## config.mk

```make
export PLATFORM = sky130hd
export DESIGN_NAME = ahp_top
export DESIGN_NICKNAME = d
export VERILOG_FILES = /design/src/rtl/ahp_pkg.sv /design/src/rtl/ahp_top.sv
export SDC_FILE = /design/constraint.sdc
export NUM_CORES = 1
export LEC_CHECK = 0
export BUFFER_PORTS_ARGS = -buffer_cell sky130_fd_sc_hd__buf_2
export CAP_MARGIN = 30
export CORE_ASPECT_RATIO = 0.7
export CORE_UTILIZATION = 58
export CTS_CLUSTER_DIAMETER = 200
export DETAILED_ROUTE_END_ITERATION = 16
export PLACE_DENSITY_LB_ADDON = 0.12
export SYNTH_ARGS = -nofsm -noshare
export SYNTH_HDL_FRONTEND = slang
export SYNTH_SLANG_ARGS = --single-unit
```

## constraint.sdc

```tcl
create_clock -name core_clk_i -period 3.1 [get_ports core_clk_i]
set_input_delay 0.155 -clock core_clk_i [delete_from_list [all_inputs] [get_ports core_clk_i]]
set_output_delay 0.155 -clock core_clk_i [all_outputs]
set_load 0.005 [all_outputs]
```

## src/rtl/ahp_pkg.sv

```systemverilog
// Package: register map, field positions, reset values and timing for the alert and hot-pin block
package ahp_pkg;

  // Register offsets
  localparam logic [7:0] ADDR_STATUS_ONE  = 8'h41;
  localparam logic [7:0] ADDR_STATUS_TWO  = 8'h42;
  localparam logic [7:0] ADDR_MASK_ONE    = 8'h74;
  localparam logic [7:0] ADDR_MASK_TWO    = 8'h75;
  localparam logic [7:0] ADDR_PIN_FULL_SPEED_ON_HOT   = 8'h78;
  localparam logic [7:0] ADDR_TIMER       = 8'h79;
  localparam logic [7:0] ADDR_TIMER_LIMIT = 8'h7a;
  localparam logic [7:0] ADDR_PIN_FUNC    = 8'h7d;

  // Reset values
  localparam logic [7:0] RST_MASK_ONE    = 8'h00;
  localparam logic [7:0] RST_MASK_TWO    = 8'h00;
  localparam logic [7:0] RST_PIN_FULL_SPEED_ON_HOT   = 8'h00;
  localparam logic [7:0] RST_TIMER_LIMIT = 8'h00;
  localparam logic [7:0] RST_PIN_FUNC    = 8'h00;

  // Status one fields
  localparam int S1_SUMMARY = 7;
  localparam int S1_SUPPLY25 = 0;
  // Status two fields
  localparam int S2_FAN4_HOT = 5;
  localparam int S2_SUPPLY12 = 0;

  // Pin and full_speed_on_hot configuration fields
  localparam int CFG3_ALERT_PIN10 = 0;
  localparam int CFG3_HOT_ENABLE  = 1;
  localparam int CFG3_FULL_SPEED_ON_HOT       = 2;

  // Shared pin function field, value is {bit1, bit0}
  localparam int          CFG4_FUNC_LSB = 0;
  localparam logic [1:0]  FUNC_FOURTH_TACH = 2'b00;
  localparam logic [1:0]  FUNC_HOT         = 2'b10;
  localparam logic [1:0]  FUNC_ALERT       = 2'b01;
  localparam logic [1:0]  FUNC_IO_SIX      = 2'b11;

  // Hot-pin timer resolution
  localparam int CLK_MHZ       = 200;
  localparam int TIMER_LSB_US  = 22760;
  localparam int TIMER_LSB_CYC = TIMER_LSB_US * CLK_MHZ;
  localparam int TIMER_MAX     = 8'hFF;

  // Live out-of-limit conditions from the comparators
  typedef struct packed {
    logic remote2_temp_flag;
    logic local_temp_flag;
    logic remote1_temp_flag;
    logic supply5_flag;
    logic supply_flag;
    logic core_supply_flag;
    logic supply25_flag;
    logic diode2_fault_flag;
    logic diode1_fault_flag;
    logic fan4_slow_flag;
    logic fan_three_slow_flag;
    logic fan_two_slow_flag;
    logic fan_one_slow_flag;
    logic overtemp_flag;
    logic supply12_flag;
  } ahp_cond_s;

  // Register access port
  typedef struct packed {
    logic [7:0] addr;
    logic       wr;
    logic       rd;
    logic [7:0] wdata;
  } ahp_req_s;

endpackage

```

## src/rtl/ahp_top.sv

```systemverilog
// Alert status, masking, pin-function selection and hot-pin timer
`timescale 1ns/1ps

// Summary of operation
// RQ1: Status one bit 7 is set whenever any status two bit is set.
// RQ2: Status one bits 6..0 flag temperature and supply limit violations.
// RQ3: With hot pin enabled, status one bit 0 reports hot-pin timer status.
// RQ4: Status two bits 7 and 6 flag remote diode two and one faults.
// RQ5: Status two bits 4, 3, 2 flag fans 3, 2, 1 under speed.
// RQ6: Status two bit 1 flags any overtemperature limit exceeded.
// RQ7: Status two bit 5 is fan 4, hot timer or GPIO six per pin function.
// RQ8: Status two bit 0 is 12 V violation or voltage-identification change.
// RQ9: Status bits are sticky until condition gone and register read.
// RQ10: Alert stays low while unmasked source out of limit and until read.
// RQ11: Masks gate only the alert, never the status bits.
// RQ12: Mask one mirrors status one; its bit 7 masks all of status two.
// RQ13: Mask two mirrors status two bit for bit.
// RQ14: Alert off after reset; config three bit 0 picks alert or fan drive.
// RQ15: Config four bits 1..0 pick fourth tachometer, hot pin, alert or GPIO six.
// RQ16: Hot enable makes the 2.5 V pin the hot pin and allows pin 14 hot.
// RQ17: With full_speed_on_hot set, fans run full while the hot pin is low.
// RQ18: Full_speed_on_hot applies only to fans already running.
// RQ19: Timer counts only while asserted, pauses, resumes without clearing.
// RQ20: Timer clears on read and saturates at full scale.
// RQ21: Timer bit 0 set on first assertion; LSB worth 22.76 ms afterwards.
// RQ22: Read during assertion clears, sets bit 0 again, counts from zero.
// RQ23: Host reads status two after the timer to clear bit 5.
// RQ24: Host masks the source on alert and unmasks once status clears.
// RQ25: Timer above limit sets the hot timer status bit.
// RQ26: A read in the same cycle as a live condition leaves the bit set.
// RQ27: Alert is the OR of unmasked status bits, driven only when selected.
module ahp_top
  import ahp_pkg::*;
#(
  parameter int TICK_CYCLES = TIMER_LSB_CYC
) (
  input  wire logic       core_clk_i,
  input  wire logic       reset_i,
  input  wire ahp_req_s   reg_req_i,
  output logic [7:0]      reg_rdata_o,
  input  wire ahp_cond_s  cond_i,
  input  wire logic       vid_change_sel_i,
  input  wire logic [5:0] vid_i,
  input  wire logic       hot_pin22_n_i,
  input  wire logic       pin14_i,
  output logic            pin14_o,
  output logic            pin14_oe_o,
  input  wire logic       second_fan_drive_i,
  output logic            pin10_o,
  output logic            pin10_oe_o,
  input  wire logic [7:0] manual_duty_i,
  input  wire logic       auto_mode_i,
  input  wire logic       temp_above_start_i,
  output logic            full_speed_o
);

  logic [7:0]  mask1_q;
  logic [7:0]  mask2_q;
  logic [7:0]  cfg3_q;
  logic [7:0]  limit_q;
  logic [7:0]  cfg4_q;
  logic [6:0]  st1_q;
  logic [6:0]  st1_d;
  logic [7:0]  st2_q;
  logic [7:0]  st2_d;
  logic [7:0]  units_q;
  logic [7:0]  units_d;
  logic        seen_q;
  logic        seen_d;
  logic [31:0] pre_q;
  logic [31:0] pre_d;
  logic [7:0]  rdata_q;
  logic [7:0]  rdata_d;
  logic [5:0]  vid_s1_q;
  logic [5:0]  vid_s2_q;
  logic [5:0]  vid_prev_q;
  logic        vid_valid_q;
  logic        p22_s1_q;
  logic        p22_s2_q;
  logic        p14_s1_q;
  logic        p14_s2_q;

  // Shared address compare for the read strobes and the register writes
  function automatic logic addr_is(input logic [7:0] a, input logic [7:0] target);
    return a == target;
  endfunction

  // Address decode
  wire         hit_st1   = addr_is(reg_req_i.addr, ADDR_STATUS_ONE);
  wire         hit_st2   = addr_is(reg_req_i.addr, ADDR_STATUS_TWO);
  wire         hit_timer = addr_is(reg_req_i.addr, ADDR_TIMER);
  wire         wr_mask1  = reg_req_i.wr && addr_is(reg_req_i.addr, ADDR_MASK_ONE);
  wire         wr_mask2  = reg_req_i.wr && addr_is(reg_req_i.addr, ADDR_MASK_TWO);
  wire         wr_cfg3   = reg_req_i.wr && addr_is(reg_req_i.addr, ADDR_PIN_FULL_SPEED_ON_HOT);
  wire         wr_limit  = reg_req_i.wr && addr_is(reg_req_i.addr, ADDR_TIMER_LIMIT);
  wire         wr_cfg4   = reg_req_i.wr && addr_is(reg_req_i.addr, ADDR_PIN_FUNC);
  wire         rd_st1    = reg_req_i.rd && hit_st1;
  wire         rd_st2    = reg_req_i.rd && hit_st2;
  wire         rd_timer  = reg_req_i.rd && hit_timer;

  // Pin function selection
  wire [1:0]   pin14_func = cfg4_q[CFG4_FUNC_LSB +: 2];                     // see RQ15
  wire         hot_en     = cfg3_q[CFG3_HOT_ENABLE];
  wire         p14_hot    = hot_en && (pin14_func == FUNC_HOT);             // see RQ16
  wire         p14_gpio   = pin14_func == FUNC_IO_SIX;
  wire         p14_alert  = pin14_func == FUNC_ALERT;
  wire         p10_alert  = cfg3_q[CFG3_ALERT_PIN10];                       // see RQ14

  // Hot pins are active low
  wire         hot22_act  = hot_en && !p22_s2_q;                            // see RQ16
  wire         hot14_act  = p14_hot && !p14_s2_q;
  wire         hot_active = hot22_act || hot14_act;

  // Timer value: bit 0 alone until the first whole LSB has accrued
  wire [7:0]   timer_val  = (units_q == 8'h00) ? {7'h00, seen_q} : units_q; // see RQ21
  wire         limit_hit  = timer_val > limit_q;                            // see RQ25
  wire         tick       = hot_active && (pre_q == 32'(TICK_CYCLES - 1));

  wire         vid_change = vid_valid_q && (vid_s2_q != vid_prev_q);

  // Live sources, in register bit order
  wire         src_fan4   = p14_gpio ? p14_s2_q :                           // see RQ7
                            p14_hot  ? limit_hit : cond_i.fan4_slow_flag;
  wire         src_b0     = hot_en ? limit_hit : cond_i.supply25_flag;      // see RQ3
  wire         src_12     = vid_change_sel_i ? vid_change : cond_i.supply12_flag; // see RQ8
  wire [6:0]   src1 = {cond_i.remote2_temp_flag, cond_i.local_temp_flag,    // see RQ2
                       cond_i.remote1_temp_flag, cond_i.supply5_flag,
                       cond_i.supply_flag, cond_i.core_supply_flag, src_b0};
  wire [7:0]   src2 = {cond_i.diode2_fault_flag, cond_i.diode1_fault_flag,  // see RQ4
                       src_fan4, cond_i.fan_three_slow_flag,                // see RQ5
                       cond_i.fan_two_slow_flag, cond_i.fan_one_slow_flag,
                       cond_i.overtemp_flag, src_12};                       // see RQ6

  // Status one with summary bit derived from status two
  wire [7:0]   st1_val = {|st2_q, st1_q};                                   // see RQ1

  // Masks gate only the alert, not the status bits themselves
  wire         alert1 = |(st1_q & ~mask1_q[6:0]);                           // see RQ12
  wire         alert2 = !mask1_q[S1_SUMMARY] && |(st2_q & ~mask2_q);        // see RQ13
  wire         alert  = alert1 || alert2;                                   // see RQ27

  // Full_speed_on_hot only for a fan already turning
  wire         fan_running = auto_mode_i ? temp_above_start_i :            // see RQ18
                             (manual_duty_i != 8'h00);

  // Sticky status: a live source wins over the read-clear
  assign st1_d = src1 | (st1_q & {7{!rd_st1}});                            // see RQ9 RQ26 RQ11
  assign st2_d = src2 | (st2_q & {8{!rd_st2}});                            // see RQ9 RQ26 RQ11

  // Timer: count while asserted, hold otherwise, clear on read
  always_comb begin
    units_d = units_q;
    seen_d  = seen_q || hot_active;                                        // see RQ21
    pre_d   = pre_q;
    if (rd_timer) begin
      units_d = 8'h00;                                                     // see RQ20
      seen_d  = hot_active;                                                // see RQ22
      pre_d   = 32'h0000_0000;
    end else if (hot_active) begin
      if (tick) begin
        pre_d = 32'h0000_0000;
        if (units_q != 8'(TIMER_MAX)) begin
          units_d = units_q + 8'h01;                                       // see RQ20
        end
      end else begin
        pre_d = pre_q + 32'h0000_0001;                                     // see RQ19
      end
    end
  end

  // Read data mux
  always_comb begin
    case (reg_req_i.addr)
      ADDR_STATUS_ONE:  rdata_d = st1_val;
      ADDR_STATUS_TWO:  rdata_d = st2_q;
      ADDR_MASK_ONE:    rdata_d = mask1_q;
      ADDR_MASK_TWO:    rdata_d = mask2_q;
      ADDR_PIN_FULL_SPEED_ON_HOT:   rdata_d = cfg3_q;
      ADDR_TIMER:       rdata_d = timer_val;
      ADDR_TIMER_LIMIT: rdata_d = limit_q;
      ADDR_PIN_FUNC:    rdata_d = cfg4_q;
      default:          rdata_d = 8'h00;
    endcase
  end

  // Synchronisers for pins
  always_ff @(posedge core_clk_i) begin
    vid_s1_q <= vid_i;
    vid_s2_q <= vid_s1_q;
    p22_s1_q <= hot_pin22_n_i;
    p22_s2_q <= p22_s1_q;
    p14_s1_q <= pin14_i;
    p14_s2_q <= p14_s1_q;
  end

  // Configuration registers
  always_ff @(posedge core_clk_i) begin
    if (reset_i) begin
      mask1_q <= RST_MASK_ONE;
      mask2_q <= RST_MASK_TWO;
      cfg3_q  <= RST_PIN_FULL_SPEED_ON_HOT;
      limit_q <= RST_TIMER_LIMIT;
      cfg4_q  <= RST_PIN_FUNC;
    end else begin
      if (wr_mask1) mask1_q <= reg_req_i.wdata;
      if (wr_mask2) mask2_q <= reg_req_i.wdata;
      if (wr_cfg3)  cfg3_q  <= reg_req_i.wdata;
      if (wr_limit) limit_q <= reg_req_i.wdata;
      if (wr_cfg4)  cfg4_q  <= reg_req_i.wdata;
    end
  end

  // Status, timer and read data
  always_ff @(posedge core_clk_i) begin
    if (reset_i) begin
      st1_q       <= 7'h00;
      st2_q       <= 8'h00;
      units_q     <= 8'h00;
      seen_q      <= 1'b0;
      pre_q       <= 32'h0000_0000;
      rdata_q     <= 8'h00;
      vid_prev_q  <= 6'h00;
      vid_valid_q <= 1'b0;
    end else begin
      st1_q       <= st1_d;
      st2_q       <= st2_d;
      units_q     <= units_d;
      seen_q      <= seen_d;
      pre_q       <= pre_d;
      rdata_q     <= reg_req_i.rd ? rdata_d : rdata_q;
      vid_prev_q  <= vid_s2_q;
      vid_valid_q <= 1'b1;
    end
  end

  assign reg_rdata_o  = rdata_q;
  // Open-drain alert; fan drive is push-pull when pin 10 is not the alert
  assign pin10_o      = p10_alert ? 1'b0 : second_fan_drive_i;              // see RQ14
  assign pin10_oe_o   = p10_alert ? alert : 1'b1;                           // see RQ10
  assign pin14_o      = 1'b0;
  assign pin14_oe_o   = p14_alert && alert;                                 // see RQ27
  assign full_speed_o = cfg3_q[CFG3_FULL_SPEED_ON_HOT] && hot_active && fan_running;    // see RQ17

  // Checks
  summary_bit_a: assert property (@(posedge core_clk_i) disable iff (reset_i) // see RQ1
    rd_st1 |=> reg_rdata_o[S1_SUMMARY] == $past(|st2_q))
    else $error("summary bit does not follow status two");

  sticky_hold_a: assert property (@(posedge core_clk_i) disable iff (reset_i) // see RQ9
    !rd_st2 |=> (st2_q & $past(st2_q)) == $past(st2_q))
    else $error("status two bit lost without a read");

  read_clear_a: assert property (@(posedge core_clk_i) disable iff (reset_i) // see RQ9
    rd_st2 && (src2 == 8'h00) |=> st2_q == 8'h00)
    else $error("status two not cleared by read");

  set_wins_a: assert property (@(posedge core_clk_i) disable iff (reset_i) // see RQ26
    rd_st1 |=> (st1_q & $past(src1)) == $past(src1))
    else $error("live source lost on status one read");

  mask_status_a: assert property (@(posedge core_clk_i) disable iff (reset_i) // see RQ11
    (src2 & mask2_q) != 8'h00 |=> (st2_q & $past(mask2_q & src2)) != 8'h00)
    else $error("masked source did not set status");

  alert_drive_a: assert property (@(posedge core_clk_i) disable iff (reset_i) // see RQ10
    p10_alert && (st1_q & ~mask1_q[6:0]) != 7'h00 |-> pin10_oe_o && !pin10_o)
    else $error("alert not driven low for unmasked status");

  alert_reset_a: assert property (@(posedge core_clk_i) // see RQ14
    $past(reset_i) |-> pin10_oe_o && !pin14_oe_o)
    else $error("alert function active after reset");

  timer_pause_a: assert property (@(posedge core_clk_i) disable iff (reset_i) // see RQ19
    !hot_active && !rd_timer |=> $stable(units_q) && $stable(pre_q))
    else $error("timer moved while hot pin idle");

  timer_read_a: assert property (@(posedge core_clk_i) disable iff (reset_i) // see RQ22
    rd_timer && hot_active |=> timer_val == 8'h01)
    else $error("timer read during assertion not restarted");

  timer_sat_a: assert property (@(posedge core_clk_i) disable iff (reset_i) // see RQ20
    units_q == 8'hFF && !rd_timer |=> units_q == 8'hFF)
    else $error("timer left full scale without read");

  limit_flag_a: assert property (@(posedge core_clk_i) disable iff (reset_i) // see RQ25
    p14_hot && limit_hit |=> st2_q[S2_FAN4_HOT])
    else $error("timer limit did not set status bit");

  full_speed_on_hot_idle_a: assert property (@(posedge core_clk_i) disable iff (reset_i) // see RQ18
    !auto_mode_i && manual_duty_i == 8'h00 |-> !full_speed_o)
    else $error("full_speed_on_hot on a stopped fan");

  // Status set and clear paths
  st_one_set_a: assert property (@(posedge core_clk_i) disable iff (reset_i) // see RQ2
    src1 != 7'h00 |=> (st1_q & $past(src1)) == $past(src1))
    else $error("status one source not latched");

  diode_fault_a: assert property (@(posedge core_clk_i) disable iff (reset_i) // see RQ4
    cond_i.diode2_fault_flag |=> st2_q[7])
    else $error("diode fault not flagged");

  fan_slow_a: assert property (@(posedge core_clk_i) disable iff (reset_i) // see RQ5
    cond_i.fan_three_slow_flag |=> st2_q[4])
    else $error("slow fan not flagged");

  overtemp_set_a: assert property (@(posedge core_clk_i) disable iff (reset_i) // see RQ6
    cond_i.overtemp_flag |=> st2_q[1])
    else $error("overtemperature not flagged");

  hot_bit0_a: assert property (@(posedge core_clk_i) disable iff (reset_i) // see RQ3
    hot_en && limit_hit |=> st1_q[S1_SUPPLY25])
    else $error("hot status missing in bit 0");

  io_six_status_a: assert property (@(posedge core_clk_i) disable iff (reset_i) // see RQ7
    p14_gpio && p14_s2_q |=> st2_q[S2_FAN4_HOT])
    else $error("general io level not flagged");

  vid_change_a: assert property (@(posedge core_clk_i) disable iff (reset_i) // see RQ8
    vid_change_sel_i && vid_change |=> st2_q[S2_SUPPLY12])
    else $error("code change not flagged");

  status_clear_a: assert property (@(posedge core_clk_i) disable iff (reset_i) // see RQ9
    rd_st1 && src1 == 7'h00 |=> st1_q == 7'h00)
    else $error("status one not cleared by read");

  masked_set_a: assert property (@(posedge core_clk_i) disable iff (reset_i) // see RQ11
    (src1 & mask1_q[6:0]) != 7'h00 |=> st1_q != 7'h00)
    else $error("masked source did not set status one");

  // Alert and pin selection
  alert_release_a: assert property (@(posedge core_clk_i) disable iff (reset_i) // see RQ10
    p10_alert && !alert |-> !pin10_oe_o)
    else $error("alert held with nothing pending");

  summary_mask_a: assert property (@(posedge core_clk_i) disable iff (reset_i) // see RQ12
    mask1_q[S1_SUMMARY] && (st1_q & ~mask1_q[6:0]) == 7'h00
    |-> !pin14_oe_o && !(p10_alert && pin10_oe_o))
    else $error("status two alert not masked");

  mask_two_a: assert property (@(posedge core_clk_i) disable iff (reset_i) // see RQ13
    p14_alert && !mask1_q[S1_SUMMARY] && (st2_q & ~mask2_q) != 8'h00 |-> pin14_oe_o)
    else $error("unmasked status two gave no alert");

  fan_drive_a: assert property (@(posedge core_clk_i) disable iff (reset_i) // see RQ14
    !p10_alert |-> pin10_oe_o && pin10_o == second_fan_drive_i)
    else $error("fan drive not passed to pin");

  pin_select_a: assert property (@(posedge core_clk_i) disable iff (reset_i) // see RQ15
    !p14_alert |-> !pin14_oe_o)
    else $error("shared pin driven in wrong function");

  hot_disable_a: assert property (@(posedge core_clk_i) disable iff (reset_i) // see RQ16
    !hot_en |-> !hot_active)
    else $error("hot input active while disabled");

  full_speed_on_hot_hot_a: assert property (@(posedge core_clk_i) disable iff (reset_i) // see RQ17
    cfg3_q[CFG3_FULL_SPEED_ON_HOT] && hot_active && fan_running |-> full_speed_o)
    else $error("no full speed on hot input");

  alert_or_a: assert property (@(posedge core_clk_i) disable iff (reset_i) // see RQ27
    !alert |-> !pin14_oe_o && !(p10_alert && pin10_oe_o))
    else $error("alert pin pulled without a source");

  // Hot timer
  timer_step_a: assert property (@(posedge core_clk_i) disable iff (reset_i) // see RQ19
    tick && !rd_timer && units_q != 8'hFF |=> units_q == $past(units_q) + 8'h01)
    else $error("timer missed a unit");

  timer_clear_a: assert property (@(posedge core_clk_i) disable iff (reset_i) // see RQ20
    rd_timer && !hot_active |=> timer_val == 8'h00)
    else $error("timer not cleared by read");

  timer_first_a: assert property (@(posedge core_clk_i) disable iff (reset_i) // see RQ21
    hot_active && !rd_timer && timer_val == 8'h00 |=> timer_val == 8'h01)
    else $error("first assertion did not set bit 0");

endmodule

```

==> impl_metrics.yaml <==
detailed_routing:
  drtAntennaViolNets: 0
  vias: 5631
  vias_per_cell: 6.21
  avgRoutedWirePerCell_um: 19.1
  routed_wl_um: 17300
  drtIter0Drc: 576
  drc: 0
  dr.pass1.iters: 6
floorplan:
  coreArea_um2: 9720
  die_w_um: 122
  die_area_um2: 10500
  io_pins: 68
  initial_utilization_pct: 60.0
  die_h_um: 85.9
  placement_rows: 30
grt:
  antenna_found_initial: 0
  grtUsageTotal_pct: 34.8
  grt_pass1_vias: 5112
  grt_max_degree: 45
  overflow: 0
  grt_pass1_wl_um: 27300
sta:
  rsz0062_at_grt: "no"
  tns_ns: 0
  min_period_over_period_pct: 94.3
  fin_crit_ns: 2.92
  finalHoldViolations: 0
  layout_setup_ws_ns: 0.175
  whs_ns: 0.0459
  finalSetupViolations: 0
  worst_pin_slew_ns: 0.709
  finalMaxSlewViolations: 0
  max_freq_mhz: 342
  relSlewSlack_pct: 52.3
  skew_ns: 0.0103
worst_setup_path:
  critPathMaxFanout: 16
  cp_data_arrival_time_ns: 3.27
  reg2reg_depth: 5
  cp-end-kind: "flop"
  criticalPathCategory: "reg -> reg"
  setup.worst_path.end: "units_q[4]"
  timing.rr.end: "units_q[4]"
  regToRegStartpoint: "cfg4_q[1]"
  r2r_setup_slack_ns: 0.18
  cp-start-kind: "flop"
  crit_path_start: "cfg4_q[1]"
  required_ns: 3.45
synth:
  async_flop_share_pct: 0
  synth_flop_cell: "dfxtp_1"
  syn_area_um2: 5830
  synth_edf_count: 0
  netlist_instances: 685
  yosysUniqueCellTypes: 60
  syn_nets: 751
  synth_seq_cells: 127
  avgSynthCellArea_um2: 8.52
  ys_seq_area_share_pct: 43.6
  yosysWarnings: 0
final_layout:
  diodes: 0
  layout-area-overhead-vs-synth_pct: 20.8
  final_area_um2: 7050
  final_common_cell: "dfxtp_1"
  drive_gt1_share_pct: 15.1
  finish.net_count: 832
  final_cell_mix: "127 x dfxtp_1, 82 x nor2_1, 66 x buf_2"
power_and_ir_drop:
  netSwitchingPower_uw: 969
  swShare_pct: 25.4
  intPower_uw: 2850
  cellLeakagePower_uw: 0.00277
  irDropWorstVdd_mv: 0.559
  comb_power_share_pct: 5.5
  pwr-share-seq_pct: 44.3
  clock_power_share_pct: 50.1
  p_per_area_nw_per_um2: 543
clock_tree:
  clk_pin_slew_ns: 0.06
  cts_setup_buffers: 0
  tritoncts: "built"
  cts_num_sinks: 127
  clk_latency_ns: 0.42
  cts_buffer_depth: 2
  htree_levels: 4
  cts_root_buffer: "clkbuf_16"
  cts_buffers: 17
placement:
  portBuffers: 66
  dp_slack_ns: 0.211
  placed_cell_area_um2: 6280
  place_hpwl_um: 12300
  gp_congestion: 0.964
job:
  cap_violations: 0
min_path:
  hp-start: "reg_req_i[5]"
  hp-class: "in -> reg"
run_status:
  outcome: "finished clean"
[worst min-delay path by stage]
stage | slack [ns] | end | cells after the start
after floorplan | 0.18 | p14_s1_q | 0
after global placement | 0.26 | p22_s1_q | 1
after detailed placement | 0.26 | vid_s1_q[4] | 1
after CTS | 0.04 | limit_q[6] | 3
after global routing | 0.06 | cfg4_q[5] | 3
final | 0.05 | cfg4_q[5] | 3
[timing repair]
action	CTS	global route
hold endpoints to repair	20	0
hold buffers	20	0
gates resized for setup	0	0
[power by group through the flow]
stage,clock [µW],combinational (µW),sequential (µW)
2_1_floorplan,0,105,1720
3_3_place_gp,0,182,1730
3_5_place_dp,0,186,1730
4_1_cts,1930,207,1690
5_1_grt,2010,230,1700
6_report,1920,212,1690
[metal layers]
metal	vias up	track usage, %	routed length, µm
met4	0	11.0	309
met3	33	9.84	2100
met2	319	47.9	7090
li1	2620	-	-
met1	2659	51.8	7800
met5	-	0	0
[cell families after synthesis]
logic type      Yosys count  synth area share, %
compound gates          148                 16.6
xor+xnor                 30                 4.50
fa+ha+maj                11                 2.36
buf+inv                  71                 4.83
flops                   127                 43.6
mux                      29                 5.00
other cells               1               0.0643
simple gates            268                 23.1
[worst max-delay path, stage by stage, from the launching register on]
cell	delay, ns
dfxtp_1	0.44
or3b_1	0.49
a2111o_1	0.56
or3_1	0.63
or4_1	0.58
a21oi_1	0.16
[registers in the layout, summed over array words and instances, names as in the netlist]
register	cells
p22_s2_q	1
p22_s1_q	1
st1_q	7
mask2_q	8
seen_q	1
reg_rdata_o	8
p14_s2_q	1
vid_valid_q	1
cfg4_q	8
vid_prev_q	6
cfg3_q	8
units_q	8
limit_q	8
pre_q	32
p14_s1_q	1
mask1_q	8
vid_s1_q	6
vid_s2_q	6
st2_q	8
[layout make-up]
type / instances / area [µm²]
Timing Repair Buffer: 101 / 643
Sequential cell: 127 / 2540
Clock buffer: 19 / 453
Tap cell: 128 / 160
Clock inverter: 13 / 118
Fill cell: 780 / 2680
Multi-Input combinational cell: 487 / 3010
Inverter: 32 / 120
[Yosys cell counts, types with 2 or more instances]
library cell  count  area share [%]
a2111oi_0         3            0.45
a211oi_1          8             1.0
a21o_1            2            0.26
a21oi_1          57             4.9
a221oi_1          3            0.45
a22o_1            2            0.30
a22oi_1          14             1.8
a31o_2            2            0.30
a31oi_1           3            0.32
a32o_1            3            0.51
a32oi_1           2            0.30
and2_1            3            0.32
and3_1            7            0.75
and4_1            5            0.75
buf_2             3            0.26
clkbuf_1         33             2.1
dfxtp_1         127              44
ha_1             11             2.4
inv_1            32             2.1
mux2i_1          28             4.8
nand2_1          48             3.1
nand2b_1          4            0.43
nand3_1          42             3.6
nand4_1          13             1.4
nor2_1           82             5.3
nor2b_1          16             1.7
nor3_1            8            0.69
nor4_1           13             1.4
nor4b_1           2            0.30
o21a_1            2            0.26
o21ai_0          10            0.86
o221ai_1          3            0.45
o22ai_1          10             1.1
o31ai_1          14             1.8
o41ai_1           2            0.30
or3_1             4            0.43
or4_1            12             1.5
or4bb_1           2            0.39
xnor2_1          14             2.1
xor2_1           16             2.4
[metrics by stage]
stage / power, µW / cells / util, %
3_3_place_gp: 1910 / 855 / 64.6
3_5_place_dp: 1910 / 855 / 64.6
5_1_grt: 3930 / 907 / 72.5
2_1_floorplan: 1820 / 685 / -
6_report: 3820 / 907 / 72.5
4_1_cts: 3830 / 907 / 72.5
Power figures use the tool's default switching activity.
